[src/dlos_pkg.sv]
// Package with register map, field layout and mode codes of the loop status bank
package dlos_pkg;
    // Register map
    localparam logic [7:0] DLOS_ADDR_STATUS = 8'h09;
    localparam logic [7:0] DLOS_ADDR_INT_STATUS = 8'h20;
    localparam logic [7:0] DLOS_ADDR_INT_ENABLE = 8'h21;
    localparam logic [7:0] DLOS_ADDR_INT_CLEAR = 8'h22;
    localparam logic [7:0] DLOS_ADDR_LIMITS = 8'h23;
    localparam logic [7:0] DLOS_ADDR_LIMIT_LO = 8'h24;
    localparam logic [7:0] DLOS_ADDR_LIMIT_HI = 8'h25;
    // Status field positions
    localparam int DLOS_BIT_AUX_LOCK = 6;
    localparam int DLOS_BIT_MAIN_ALARM = 5;
    localparam int DLOS_BIT_AUX_ALARM = 4;
    localparam int DLOS_MODE_MSB = 2;
    // Event bit positions in interrupt registers
    localparam int DLOS_EV_MODE = 0;
    localparam int DLOS_EV_MAIN_ALARM = 1;
    localparam int DLOS_EV_AUX_ALARM = 2;
    localparam int DLOS_EV_AUX_LOCK = 3;
    localparam int DLOS_EV_W = 4;
    // Reset values
    localparam logic [3:0] DLOS_RST_INT_ENABLE = 4'h0;
    localparam logic [15:0] DLOS_RST_OFFSET = 16'h0000;
    localparam logic [15:0] DLOS_RST_HARD_LIMIT = 16'hFFFF;
    localparam logic [15:0] DLOS_RST_SOFT_LIMIT = 16'hFFFF;
    // Main loop mode codes
    typedef enum logic [2:0] {
        DLOS_MODE_FREE_RUN = 3'h1,
        DLOS_MODE_HOLDOVER = 3'h2,
        DLOS_MODE_LOCKED = 3'h4,
        DLOS_MODE_PRELOCK2 = 3'h5,
        DLOS_MODE_PRELOCK = 3'h6,
        DLOS_MODE_PHASE_LOST = 3'h7
    } dlos_mode_t;
endpackage : dlos_pkg

[src/dlos_status.sv]
// Loop operating status register bank with interrupt logic
//
// Contract
// RQ1: Status register at 0x09 is read-only; writes there change nothing.
// RQ2: Each loop follows its offset up to the hard limit, then clamps.
// RQ3: Each loop flags alarm while its offset exceeds the soft limit.
// RQ4: Bit 5 shows the main loop soft frequency alarm.
// RQ5: Bit 4 shows the auxiliary loop soft frequency alarm.
// RQ6: Bits 2:0 show main loop mode; 000 and 011 unused.
// RQ7: Bit 6 shows whether the auxiliary loop is phase locked.
// RQ8: Bits 7 and 3 read zero; fields are live, not latched.
//
// Own map beside the status word: 0x20 event status, 0x21 event enable,
// 0x22 event clear (write ones), 0x23 limit select in bits 7:6, then
// 0x24 and 0x25 for the low and high byte of the selected limit.
// Limits reset fully open, so no clamp or alarm acts until programmed.
`timescale 1ns/1ps
module dlos_status
    import dlos_pkg::*;
#(
    parameter int OFS_W = 16
) (
    // Clock and reset
    input wire logic mclk_in,
    input wire logic rstn_in,
    // Register port
    input wire logic [7:0] reg_addr_in,
    input wire logic [7:0] reg_wdata_in,
    input wire logic reg_wr_in,
    input wire logic reg_rd_in,
    output logic [7:0] reg_rdata_out,
    // Loop sources
    input wire logic [2:0] main_loop_mode_code_in,
    input wire logic aux_loop_locked_in,
    input wire logic [OFS_W-1:0] main_offset_in,
    input wire logic [OFS_W-1:0] aux_offset_in,
    // Clamped loop offsets
    output logic [OFS_W-1:0] main_clamped_out,
    output logic [OFS_W-1:0] aux_clamped_out,
    // Interrupt
    output logic irq_out
);
    import dlos_pkg::*;

    typedef struct packed {
        // Synchroniser stages and the filtered, reported values
        logic [2:0] mode_s1;
        logic [2:0] mode_s2;
        logic [2:0] mode_s3;
        logic [2:0] mode;
        logic lock_s1;
        logic lock;
        // Event state and interrupt registers
        logic [2:0] mode_prev;
        logic lock_prev;
        logic [DLOS_EV_W-1:0] int_status;
        logic [DLOS_EV_W-1:0] int_enable;
        // Programmed limits and the byte selector
        logic [OFS_W-1:0] main_hard;
        logic [OFS_W-1:0] main_soft;
        logic [OFS_W-1:0] aux_hard;
        logic [OFS_W-1:0] aux_soft;
        logic [1:0] lim_sel;
        // Read data and alarm copies for change detection
        logic [7:0] rdata;
        logic main_alarm_q;
        logic aux_alarm_q;
    } dlos_state_t;

    dlos_state_t state;
    dlos_state_t next_state;
    logic main_alarm;
    logic aux_alarm;
    logic [7:0] status_word;
    logic [DLOS_EV_W-1:0] events;

    // Limit registers are written a byte at a time through a selector
    function automatic logic [OFS_W-1:0] dlos_set_byte(input logic [OFS_W-1:0] cur,
                                                      input logic hi,
                                                      input logic [7:0] b);
        logic [OFS_W-1:0] r;
        r = cur;
        if (hi) begin
            r[OFS_W-1:8] = b[OFS_W-9:0];
        end else begin
            r[7:0] = b;
        end
        return r;
    endfunction : dlos_set_byte

    // Write strobe aimed at one address
    function automatic logic dlos_wr_hit(input logic wr,
                                         input logic [7:0] addr,
                                         input logic [7:0] target);
        return wr && (addr == target);
    endfunction : dlos_wr_hit

    // Both loops share one comparator design
    // Its flops put clamp and alarm one cycle behind the offset
    dlos_limit #(.W(OFS_W)) u_main_lim (
        .mclk_in(mclk_in),
        .rstn_in(rstn_in),
        .offset_in(main_offset_in),
        .hard_limit_in(state.main_hard),
        .soft_limit_in(state.main_soft),
        .clamped_out(main_clamped_out),
        .alarm_out(main_alarm)
    );

    dlos_limit #(.W(OFS_W)) u_aux_lim (
        .mclk_in(mclk_in),
        .rstn_in(rstn_in),
        .offset_in(aux_offset_in),
        .hard_limit_in(state.aux_hard),
        .soft_limit_in(state.aux_soft),
        .clamped_out(aux_clamped_out),
        .alarm_out(aux_alarm)
    );

    // Live status word, unused bits forced low
    // Built from flops at each read, so nothing here holds a past state
    always_comb begin
        status_word = 8'h00; // [RQ8]
        status_word[DLOS_BIT_AUX_LOCK] = state.lock; // [RQ7]
        status_word[DLOS_BIT_MAIN_ALARM] = main_alarm; // [RQ4]
        status_word[DLOS_BIT_AUX_ALARM] = aux_alarm; // [RQ5]
        status_word[DLOS_MODE_MSB:0] = state.mode; // [RQ6]
    end

    // Change events feeding the sticky status; each compares a flop with its
    // one-cycle-old copy, so no path runs back through the next-state logic
    always_comb begin
        events = '0;
        events[DLOS_EV_MODE] = (state.mode != state.mode_prev);
        events[DLOS_EV_MAIN_ALARM] = (main_alarm != state.main_alarm_q);
        events[DLOS_EV_AUX_ALARM] = (aux_alarm != state.aux_alarm_q);
        events[DLOS_EV_AUX_LOCK] = (state.lock != state.lock_prev);
    end

    // Register decode and next state
    always_comb begin
        next_state = state;
        // Mode and lock come from another clock region, so two stages each
        next_state.mode_s1 = main_loop_mode_code_in;
        next_state.mode_s2 = state.mode_s1;
        next_state.lock_s1 = aux_loop_locked_in;
        next_state.lock = state.lock_s1;
        // A code in flight may land bit by bit; report it only after two
        // equal samples, at the price of two more cycles of latency than the lock bit
        next_state.mode_s3 = state.mode_s2;
        if (state.mode_s2 == state.mode_s3) begin
            next_state.mode = state.mode_s2; // [RQ6]
        end
        // One-cycle-old copies for the change events
        next_state.mode_prev = state.mode;
        next_state.lock_prev = state.lock;
        next_state.main_alarm_q = main_alarm;
        next_state.aux_alarm_q = aux_alarm;
        // Read data stand one cycle only
        next_state.rdata = 8'h00;
        // Clear first so a same-cycle event wins
        if (dlos_wr_hit(reg_wr_in, reg_addr_in, DLOS_ADDR_INT_CLEAR)) begin
            next_state.int_status = state.int_status & ~reg_wdata_in[DLOS_EV_W-1:0];
        end
        next_state.int_status = next_state.int_status | events;
        // Status address decodes no write at all
        if (reg_wr_in) begin // [RQ1]
            case (reg_addr_in)
                DLOS_ADDR_INT_ENABLE: next_state.int_enable = reg_wdata_in[DLOS_EV_W-1:0];
                DLOS_ADDR_LIMITS: begin
                    // Bits 7:6 pick the limit that the byte writes reach
                    next_state.lim_sel = reg_wdata_in[7:6];
                end
                // Each byte acts at once, so a limit passes a mixed value
                DLOS_ADDR_LIMIT_LO: begin
                    case (state.lim_sel)
                        2'h0: next_state.main_hard = dlos_set_byte(state.main_hard, 1'b0, reg_wdata_in);
                        2'h1: next_state.main_soft = dlos_set_byte(state.main_soft, 1'b0, reg_wdata_in);
                        2'h2: next_state.aux_hard = dlos_set_byte(state.aux_hard, 1'b0, reg_wdata_in);
                        default: next_state.aux_soft = dlos_set_byte(state.aux_soft, 1'b0, reg_wdata_in);
                    endcase
                end
                // High byte of the selected limit
                DLOS_ADDR_LIMIT_HI: begin
                    case (state.lim_sel)
                        2'h0: next_state.main_hard = dlos_set_byte(state.main_hard, 1'b1, reg_wdata_in);
                        2'h1: next_state.main_soft = dlos_set_byte(state.main_soft, 1'b1, reg_wdata_in);
                        2'h2: next_state.aux_hard = dlos_set_byte(state.aux_hard, 1'b1, reg_wdata_in);
                        default: next_state.aux_soft = dlos_set_byte(state.aux_soft, 1'b1, reg_wdata_in);
                    endcase
                end
                default: ;
            endcase
        end
        // Reads have no side effects; sticky bits go only by the clear register
        if (reg_rd_in) begin
            case (reg_addr_in)
                DLOS_ADDR_STATUS: next_state.rdata = status_word;
                DLOS_ADDR_INT_STATUS: next_state.rdata = {4'h0, state.int_status};
                DLOS_ADDR_INT_ENABLE: next_state.rdata = {4'h0, state.int_enable};
                DLOS_ADDR_LIMITS: next_state.rdata = {state.lim_sel, 6'h00};
                default: next_state.rdata = 8'h00;
            endcase
        end
    end

    // Single state register
    // Reset branch holds constants only: limits open, enables off
    always_ff @(posedge mclk_in or negedge rstn_in) begin
        if (!rstn_in) begin
            state <= '0;
            state.int_enable <= DLOS_RST_INT_ENABLE;
            state.main_hard <= DLOS_RST_HARD_LIMIT;
            state.main_soft <= DLOS_RST_SOFT_LIMIT;
            state.aux_hard <= DLOS_RST_HARD_LIMIT;
            state.aux_soft <= DLOS_RST_SOFT_LIMIT;
        end else begin
            state <= next_state;
        end
    end

    assign reg_rdata_out = state.rdata;
    // Interrupt level from flops only, so the decode cannot glitch it
    assign irq_out = |(state.int_status & state.int_enable);
endmodule : dlos_status

[src/dlos_limit.sv]
// Frequency limiter and soft alarm comparator for one loop
`timescale 1ns/1ps
module dlos_limit #(
    parameter int W = 16
) (
    // Clock and reset
    input wire logic mclk_in,
    input wire logic rstn_in,
    // Requested offset magnitude and limits
    input wire logic [W-1:0] offset_in,
    input wire logic [W-1:0] hard_limit_in,
    input wire logic [W-1:0] soft_limit_in,
    // Clamped offset and alarm
    output logic [W-1:0] clamped_out,
    output logic alarm_out
);
    typedef struct packed {
        logic [W-1:0] clamped;
        logic alarm;
    } dlos_lim_state_t;

    dlos_lim_state_t state;
    dlos_lim_state_t next_state;

    // Clamp at hard limit, flag beyond soft limit
    always_comb begin
        next_state = state;
        next_state.clamped = (offset_in > hard_limit_in) ? hard_limit_in : offset_in; // [RQ2]
        next_state.alarm = (offset_in > soft_limit_in); // [RQ3]
    end

    always_ff @(posedge mclk_in or negedge rstn_in) begin
        if (!rstn_in) begin
            state <= '0;
        end else begin
            state <= next_state;
        end
    end

    assign clamped_out = state.clamped;
    assign alarm_out = state.alarm;
endmodule : dlos_limit

[config.mk]
export PLATFORM = sky130hd
export DESIGN_NAME = dlos_status
export DESIGN_NICKNAME = d
export VERILOG_FILES = /design/src/dlos_pkg.sv /design/src/dlos_status.sv /design/src/dlos_limit.sv
export SDC_FILE = /design/constraint.sdc
export NUM_CORES = 1
export LEC_CHECK = 0
export BUFFER_PORTS_ARGS = -buffer_cell sky130_fd_sc_hd__buf_2
export CAP_MARGIN = 20
export CORE_MARGIN = 4
export CORE_UTILIZATION = 55
export DETAILED_ROUTE_END_ITERATION = 10
export GPL_TIMING_DRIVEN = 0
export PLACE_DENSITY = 0.86
export SYNTH_ARGS = -nofsm -noshare
export SYNTH_HDL_FRONTEND = slang
export SYNTH_SLANG_ARGS = --single-unit
[constraint.sdc]
create_clock -name mclk_in -period 2.91 [get_ports mclk_in]
set_input_delay 0 -clock mclk_in [delete_from_list [all_inputs] [get_ports mclk_in]]
set_output_delay 0 -clock mclk_in [all_outputs]
set_load 0.01 [all_outputs]
## Word level (Yosys, flattened, before mapping)

Cells that the tools add are included.
W data, S select, Z words.

- Mux-type cells: 14
- Multipliers: 0
- Add/subtract/negate cells: 0
- Bitwise operators: 7
- Magnitude comparators: 4
- Reduce and logical (&&, ||, !) cells: 14
- Div/mod/pow operators: 0
- Eq/ne operators: 14
- Shift operators: 0

Operators by type and width:

| cell | count |
|---|---|
| $pmux W64 S2 | 1 |
| $mux W16 | 6 |
| $gt A16 B16 Y1 | 4 |
| $eq A8 B6 Y1 const B | 6 |
| $mux W8 | 5 |
| $pmux W8 S4 | 1 |
| $reduce_and A4 Y1 | 8 |
| $and A4 B4 Y4 | 2 |
| $eq A8 B4 Y1 const B | 1 |
| $mux W4 | 1 |
| $not A4 Y4 | 1 |
| $or A4 B4 Y4 | 1 |
| $reduce_and A2 Y1 | 2 |
| $reduce_or A4 Y1 | 1 |
| $eq A3 B3 Y1 | 1 |
| $ne A1 B1 Y1 | 3 |
| $ne A3 B3 Y1 | 1 |
| $not A1 Y1 | 3 |
| $reduce_or A3 Y1 | 1 |
| $eq A2 B1 Y1 const B | 1 |
| $eq A2 B2 Y1 const B | 1 |
| $logic_not A2 Y1 | 1 |
| $logic_and A1 B1 Y1 | 1 |

- RAM bits: 0
- Register bits after elaboration: 136
- ROM bits: 0
- Memories: 0
- Bits in latches: 0
- Output and inout port bits: 41

## Logic depth before layout (Yosys ltp)

Gate-level depths: netlist (run 1).

- Word-level depth: 4
- Mapped depth: 9
- Depth with buffers taken out: 7

## By module

From an unflattened synthesis (run 1), not the netlist that was laid out.

- Cells, all modules: 716
- Area, all modules: 8030.2 um^2

Modules (own cells, without submodules):

| module | cells each | seq. area each (um^2) | times used | area each (um^2) |
|---|---|---|---|---|
| dlos_status | 270 | 2632.5 | 1 | 4171.5 |
| dlos_limit | 223 | 425.4 | 2 | 1929.4 |

## Worst setup path after synthesis (run 1)

Ideal clock, no wire load.

- Path kind: reg2reg
- From: register state[41] in the netlist's numbering
- To: register u_aux_lim.state, in the netlist u_aux_lim.clamped_out[10]
- Arrival: 2.104 ns
- Required time: 2.774 ns
- Setup time: 0.136 ns
- Slack: 0.670 ns
- Period minus slack after synthesis: 2.240 ns
- Path buffers: 2
- Cell stages (with the launch flop): 10
- Cell sequence: dfstp_2 inv_1 ha_1 a21oi_2 o21ai_2 or3_1 buf_2 buf_6 o311ai_1 nand3_1

RTL lines:

| element | line | text |
|---|---|---|
| start, declared | dlos_status.sv:70 | `dlos_state_t state;` |
| start signal, assigned | dlos_status.sv:218 | `state <= next_state;` |
| end signal, assigned | dlos_limit.sv:36 | `state <= next_state;` |
| end, declared | dlos_limit.sv:22 | `dlos_lim_state_t state;` |

==> results of run 1 <==
==> final timing paths <==
kind	cells past startpoint	startpoint	to
max in group asynchronous	3	rstn_in	state[33]
min	2	reg_wdata_in[6]	state[10]
min in group asynchronous	2	rstn_in	u_main_lim.clamped_out[1]
max	8	state[43]	u_aux_lim.clamped_out[7]
max reg2reg	8	state[43]	u_aux_lim.clamped_out[7]
min reg2reg	0	next_state[97]	next_state[94]
==> cell usage after synthesis, types with 6 or more instances <==
cell type	number
a21o_1	13
a21oi_1	26
and3_1	6
buf_2	16
buf_4	10
clkbuf_1	16
dfrtp_1	72
dfstp_2	64
ha_1	64
inv_1	65
mux2_1	70
nand2_1	22
nand3_1	97
nand4_1	13
nor2_1	10
nor2b_1	7
nor4b_1	31
o311ai_1	32
xor2_1	7
==> cell usage in the layout, fill, tap and decap left out, drive strengths merged, types with 13 or more instances in the layout <==
cell type | netlist | final
a21o | 13 | 13
a21oi | 28 | 28
buf | 30 | 122
clkbuf | 16 | 34
dfrtp | 72 | 72
dfstp | 64 | 64
dlygate4sd3 | 0 | 48
ha | 64 | 64
inv | 65 | 68
mux2 | 72 | 72
nand2 | 25 | 25
nand3 | 100 | 100
nand4 | 15 | 15
nor4b | 31 | 31
o311ai | 32 | 32
==> repair_timing <==
item / CTS / global route
endpoints found under the hold margin: 157 / 0
gates resized for setup: 0 / 0
hold buffers: 48 / 0
==> sequential cells by signal, indices dropped and copies added, names as in the netlist <==
signal,flops
u_aux_lim.alarm_out,1
u_aux_lim.clamped_out,16
u_main_lim.alarm_out,1
u_main_lim.clamped_out,16
next_state,11
state,83
reg_rdata_out,8
==> metal layers <==
layer / up-vias / global-route usage [%] / share of wire [%]
li1: 2953 / - / -
met5: - / 0 / 0
met2: 320 / 42.7 / 49
met3: 69 / 5.98 / 6.6
met4: 0 / 10.2 / 3.2
met1: 3163 / 32.3 / 41
==> cells by family after synthesis <==
kind of cell / Yosys count
adders and majority gates: 64
buffers and inverters: 111
muxes: 73
AOI/OAI and AO/OA: 102
and+or+nand+nor: 219
DFF: 136
xor gates and xnor gates: 9
==> report_power, final <==
part	switching, mW	leakage (nW)	internal, mW
combinational	0.323	2.43	0.243
clock	0.871	0.267	1.18
sequential	0.0486	1.57	1.98
total	1.24	4.26	3.40
==> area by class of cell <==
type / count / area [um^2] / share of cell area (%)
clock buffer: 18 / 429 / 4.49
multi-input combinational: 467 / 3820 / 40.0
timing repair buffer: 140 / 970 / 10.1
inverter: 65 / 244 / 2.55
buffer: 46 / 260 / 2.72
clock inverter: 14 / 125 / 1.31
tap: 180 / 225 / 2.36
sequential: 136 / 3480 / 36.4
==> impl_metrics.env, run 1 <==
export IMPL_critical_path_arrival_ns=3.03
export IMPL_hold_slack_ns=0.0188
export IMPL_drt_pass1_iter_count=5
export IMPL_via_count=6505
export IMPL_numPortBuffers=91
export IMPL_crit_path_top_delay_cell="nor4_4"
export IMPL_fin_crit_sh_pct=94.4
export IMPL_syn_nets=834
export IMPL_dp_cells=986
export IMPL_synthXorXnorAreaFrac_pct=1.01
export IMPL_postSynthCellCount=714
export IMPL_synth_edf_count=0
export IMPL_drtAntennaViolNets=0
export IMPL_place_hpwl_um=13000
export IMPL_synth_top_area_cell="dfrtp_1"
export IMPL_die_x_um=127
export IMPL_path_delay_family="simple AND/OR/NAND/NOR gates"
export IMPL_postCtsSetupBuffers=0
export IMPL_ys_seq_elements=136
export IMPL_drv_cap=0
export IMPL_clock_latency_ns=0.44
export IMPL_netlist_area_mm2=0.00781
export IMPL_dp_worst_setup_slack_ns=0.374
export IMPL_setup_viol=0
export IMPL_cts_tree="done"
export IMPL_crit_path_frequent_cell="nand3_1"
export IMPL_ir_drop_v=0.000398
export IMPL_route_final_wire_length_um=20000
export IMPL_synth_mux_area_share_pct=10.5
export IMPL_track_usage_pct=25.6
export IMPL_setup_slack_ns=0.163
export IMPL_place_gp_congestion=0.887
export IMPL_final_area_mm2=0.00956
export IMPL_ys_top_cells_by_area="dfrtp_1, dfstp_2, ha_1"
export IMPL_post_route_min_period_ns=2.75
export IMPL_ys_flop_type="dfrtp_1"
export IMPL_placed_area_mm2=0.00852
export IMPL_p_leak_nw=4.26
export IMPL_synth_simple_area_share_pct=17.4
export IMPL_cts_sinks=136
export IMPL_grt_pass1_vias=6549
export IMPL_first_iter_violations=682
export IMPL_die_y_um=127
export IMPL_powerDensity_mw_per_mm2=486
export IMPL_rows=43
export IMPL_worstMarginPinSlew_ns=0.690
export IMPL_antenna_found_initial=0
export IMPL_finalMaxSlewViolations=0
export IMPL_hold_viol_final=0
export IMPL_cts_root_buffer="clkbuf_16"
export IMPL_grt_pass1_wl_um=33100
export IMPL_drive_gt1_share_pct=27.5
export IMPL_dieArea_mm2=0.0162
export IMPL_worstSetupStartpointType="flop"
export IMPL_synth_top_cell_area_share_pct=23.1
export IMPL_path_clk_slew_ns=0.06
export IMPL_grt_max_degree=91
export IMPL_end_kind="flop"
export IMPL_setup_tns_ns=0
export IMPL_synth_adder_area_share_pct=10.3
export IMPL_status="completed"
export IMPL_synth_compound_area_share_pct=9.79
export IMPL_slew_headroom_pct=53.6
export IMPL_core_area_mm2=0.0139
export IMPL_final_util_pct=68.8
export IMPL_fmax_ghz=0.364
export IMPL_critPathMaxStageDelay_ns=0.69
export IMPL_routed_via_density=6.10
export IMPL_postSynthAreaPerCell_um2=10.9
export IMPL_h_tree_depth=4
export IMPL_post_drt_wl_per_cell_um=18.8
export IMPL_synth_top_family_by_area="simple AND/OR/NAND/NOR gates"
export IMPL_cp_max_fo=10
export IMPL_antenna_cells=0
export IMPL_ios=97
export IMPL_yosysWarnings=0
export IMPL_nets=993
export IMPL_crit_type="flop to flop"
export IMPL_skew_ns=0.0130
export IMPL_hp_class="input pin to flop"
export IMPL_rsz0062_at_grt="no"
export IMPL_cts_buffer_depth=2
export IMPL_syn_to_final_growth_pct=22.4
export IMPL_async_reset_ff_share_pct=100
export IMPL_initial_core_util_pct=56.2
export IMPL_grt_overflow=0
export IMPL_post_route_drc_count=0
export IMPL_final_cells=1066
export IMPL_synthDistinctLibCells=52
export IMPL_yosysSeqAreaShare_pct=44.6
export IMPL_p_total_mw=4.64
export IMPL_path_cells="inv_1 > ha_1 > nand4_4 > nor4_4 > o21ai_2 > buf_2 > nand3_1 > nand3_1"
export IMPL_rrSetupSlack_ns=0.16
export IMPL_cts_buffers=17
export IMPL_fillers=1014
export IMPL_required_ns=3.19
export IMPL_path_buf_inv=2
Note: power is estimated with default switching activity, not from simulation.
==> run 2, diff against run 1 <==
CELL_PAD_IN_SITES_DETAIL_PLACEMENT = 1   (was unset)
CELL_PAD_IN_SITES_GLOBAL_PLACEMENT = 2   (was unset)
CORE_UTILIZATION = 39   (was 55)
PLACE_DENSITY = 0.91   (was 0.86)
==> run 2 against run 1 <==
  * Worst hold slack got worse by 0.0032 ns
  * Wire length rose by 5.8%
  * Cell area rose by 1.1%
  * Register-to-register slack improved by 0.07 ns
  * Total power rose by 2.2%
  * Non-clock buffer count fell by 5
  * Clock-buffer cell count fell by 1
  * Via count fell by 3.8%
  * Sequential share of layout area fell by 0.39 points
  * Sequential power barely moved
  * Largest power group unchanged
  * Highest routed layer unchanged
==> impl_metrics.env, run 2 (synthesized netlist as in run 1, its figures left out) <==
export IMPL_grt_pass1_wl_um=35500
export IMPL_rsz0062_at_grt="no"
export IMPL_dieArea_mm2=0.0223
export IMPL_hold_slack_ns=0.0156
export IMPL_rrSetupSlack_ns=0.23
export IMPL_fin_crit_sh_pct=92.0
export IMPL_place_hpwl_um=15300
export IMPL_nets=988
export IMPL_initial_core_util_pct=39.9
export IMPL_cts_buffers=17
export IMPL_end_kind="flop"
export IMPL_worstMarginPinSlew_ns=0.647
export IMPL_worstSetupStartpointType="flop"
export IMPL_drv_cap=0
export IMPL_r2r_end="u_aux_lim.clamped_out[7]"
export IMPL_required_ns=3.20
export IMPL_p_leak_nw=4.26
export IMPL_slew_headroom_pct=56.6
export IMPL_largest_reg_flops=83
export IMPL_final_cells=1146
export IMPL_grt_max_degree=95
export IMPL_die_x_um=149
export IMPL_drive_gt1_share_pct=27.8
export IMPL_antenna_cells=0
export IMPL_grt_pass1_vias=6828
export IMPL_route_final_wire_length_um=21200
export IMPL_track_usage_pct=20.0
export IMPL_grt_overflow=0
export IMPL_cts_root_buffer="clkbuf_16"
export IMPL_finalMaxSlewViolations=0
export IMPL_h_tree_depth=4
export IMPL_layout_common_cells="buf_2, nand3_1, dfrtp_1"
export IMPL_numPortBuffers=91
export IMPL_first_iter_violations=318
export IMPL_die_y_um=149
export IMPL_via_count=6256
export IMPL_path_clk_slew_ns=0.07
export IMPL_p_total_mw=4.74
export IMPL_skew_ns=0.00943
export IMPL_r2r_start="state[43]"
export IMPL_clock_latency_ns=0.43
export IMPL_routed_via_density=5.46
export IMPL_post_drt_wl_per_cell_um=18.5
export IMPL_drt_pass1_iter_count=5
export IMPL_core_area_mm2=0.0196
export IMPL_cts_buffer_depth=2
export IMPL_status="completed"
export IMPL_rr_worst_depth=8
export IMPL_largest_register="state"
export IMPL_dp_cells=1071
export IMPL_ir_drop_v=0.000414
export IMPL_place_gp_congestion=0.796
export IMPL_setup_viol=0
export IMPL_cp_max_fo=10
export IMPL_post_route_drc_count=0
export IMPL_worstSetupStartpoint="state[43]"
export IMPL_powerDensity_mw_per_mm2=491
export IMPL_ios=97
export IMPL_hp_class="input pin to flop"
export IMPL_antenna_found_initial=0
export IMPL_final_common_cell="buf_2"
export IMPL_fillers=2183
export IMPL_cts_tree="done"
export IMPL_syn_to_final_growth_pct=23.7
export IMPL_hold_viol_final=0
export IMPL_postCtsSetupBuffers=0
export IMPL_drtAntennaViolNets=0
export IMPL_rows=51
export IMPL_crit_end="u_aux_lim.clamped_out[7]"
export IMPL_fmax_ghz=0.373
export IMPL_crit_type="flop to flop"
export IMPL_cts_sinks=136
export IMPL_post_route_min_period_ns=2.68
export IMPL_setup_tns_ns=0
export IMPL_critical_path_arrival_ns=2.96
[run 2: metal layers]
layer | GRT usage [%] | routed length, um | vias to the layer above
met4 | 6.59 | 409 | 0
met3 | 3.24 | 888 | 33
li1 | - | - | 2937
met1 | 26.3 | 9470 | 3125
met5 | 0 | 0 | -
met2 | 33.9 | 10400 | 161
[run 2: cell type report]
cell class	count	area [um^2]	area share [%]
inverters	65	244	2.53
clock inverters	15	175	1.81
flip-flops and latches	136	3480	36.1
well taps	265	332	3.43
plain buffers	46	260	2.69
repair buffers	135	920	9.52
multi-input cells	467	3820	39.5
clock buffers	17	425	4.40
[run 2: worst min-delay path by stage]
stage | start | end | cells after the start
3_3_place_gp | main_loop_mode_code_in[2] | next_state[98] | 1
6_report | aux_offset_in[0] | u_aux_lim.clamped_out[0] | 3
4_1_cts | reg_wdata_in[4] | state[16] | 2
2_1_floorplan | rstn_in | next_state[84] | 0
5_1_grt | reg_wdata_in[3] | state[83] | 3
3_5_place_dp | rstn_in | u_main_lim.clamped_out[13] | 1
[run 2: power by group]
| group | internal [mW] | total, mW | leakage, nW | switching [mW] |
|---|---|---|---|---|
| clock network | 1.16 | 2.16 | 0.291 | 1.00 |
| registers | 1.98 | 2.02 | 1.57 | 0.0458 |
| logic | 0.238 | 0.556 | 2.40 | 0.319 |
[run 2: stage by stage]
stage                     area, um^2  setup WS [ns]  util [%]
after floorplan                 7810          0.670         -
after global placement          8590        -0.0378      43.9
after detailed placement        8630          0.285      44.0
after CTS                       9660          0.238      49.3
after global routing            9660         0.0720      49.3
final                           9660          0.232      49.3
[run 2: critical path, stage by stage, from the launching register on]
cell	delay [ns]
dfstp_2	0.56
inv_1	0.05
ha_1	0.36
nand4_4	0.18
nor4_4	0.65
nand2_2	0.27
buf_6	0.23
o311ai_1	0.11
nand3_1	0.11
[run 2: timing repair]
action / in CTS / in global routing
hold buffers: 43 / 0
gates resized for setup: 0 / 0
endpoints found under the hold margin: 129 / 0
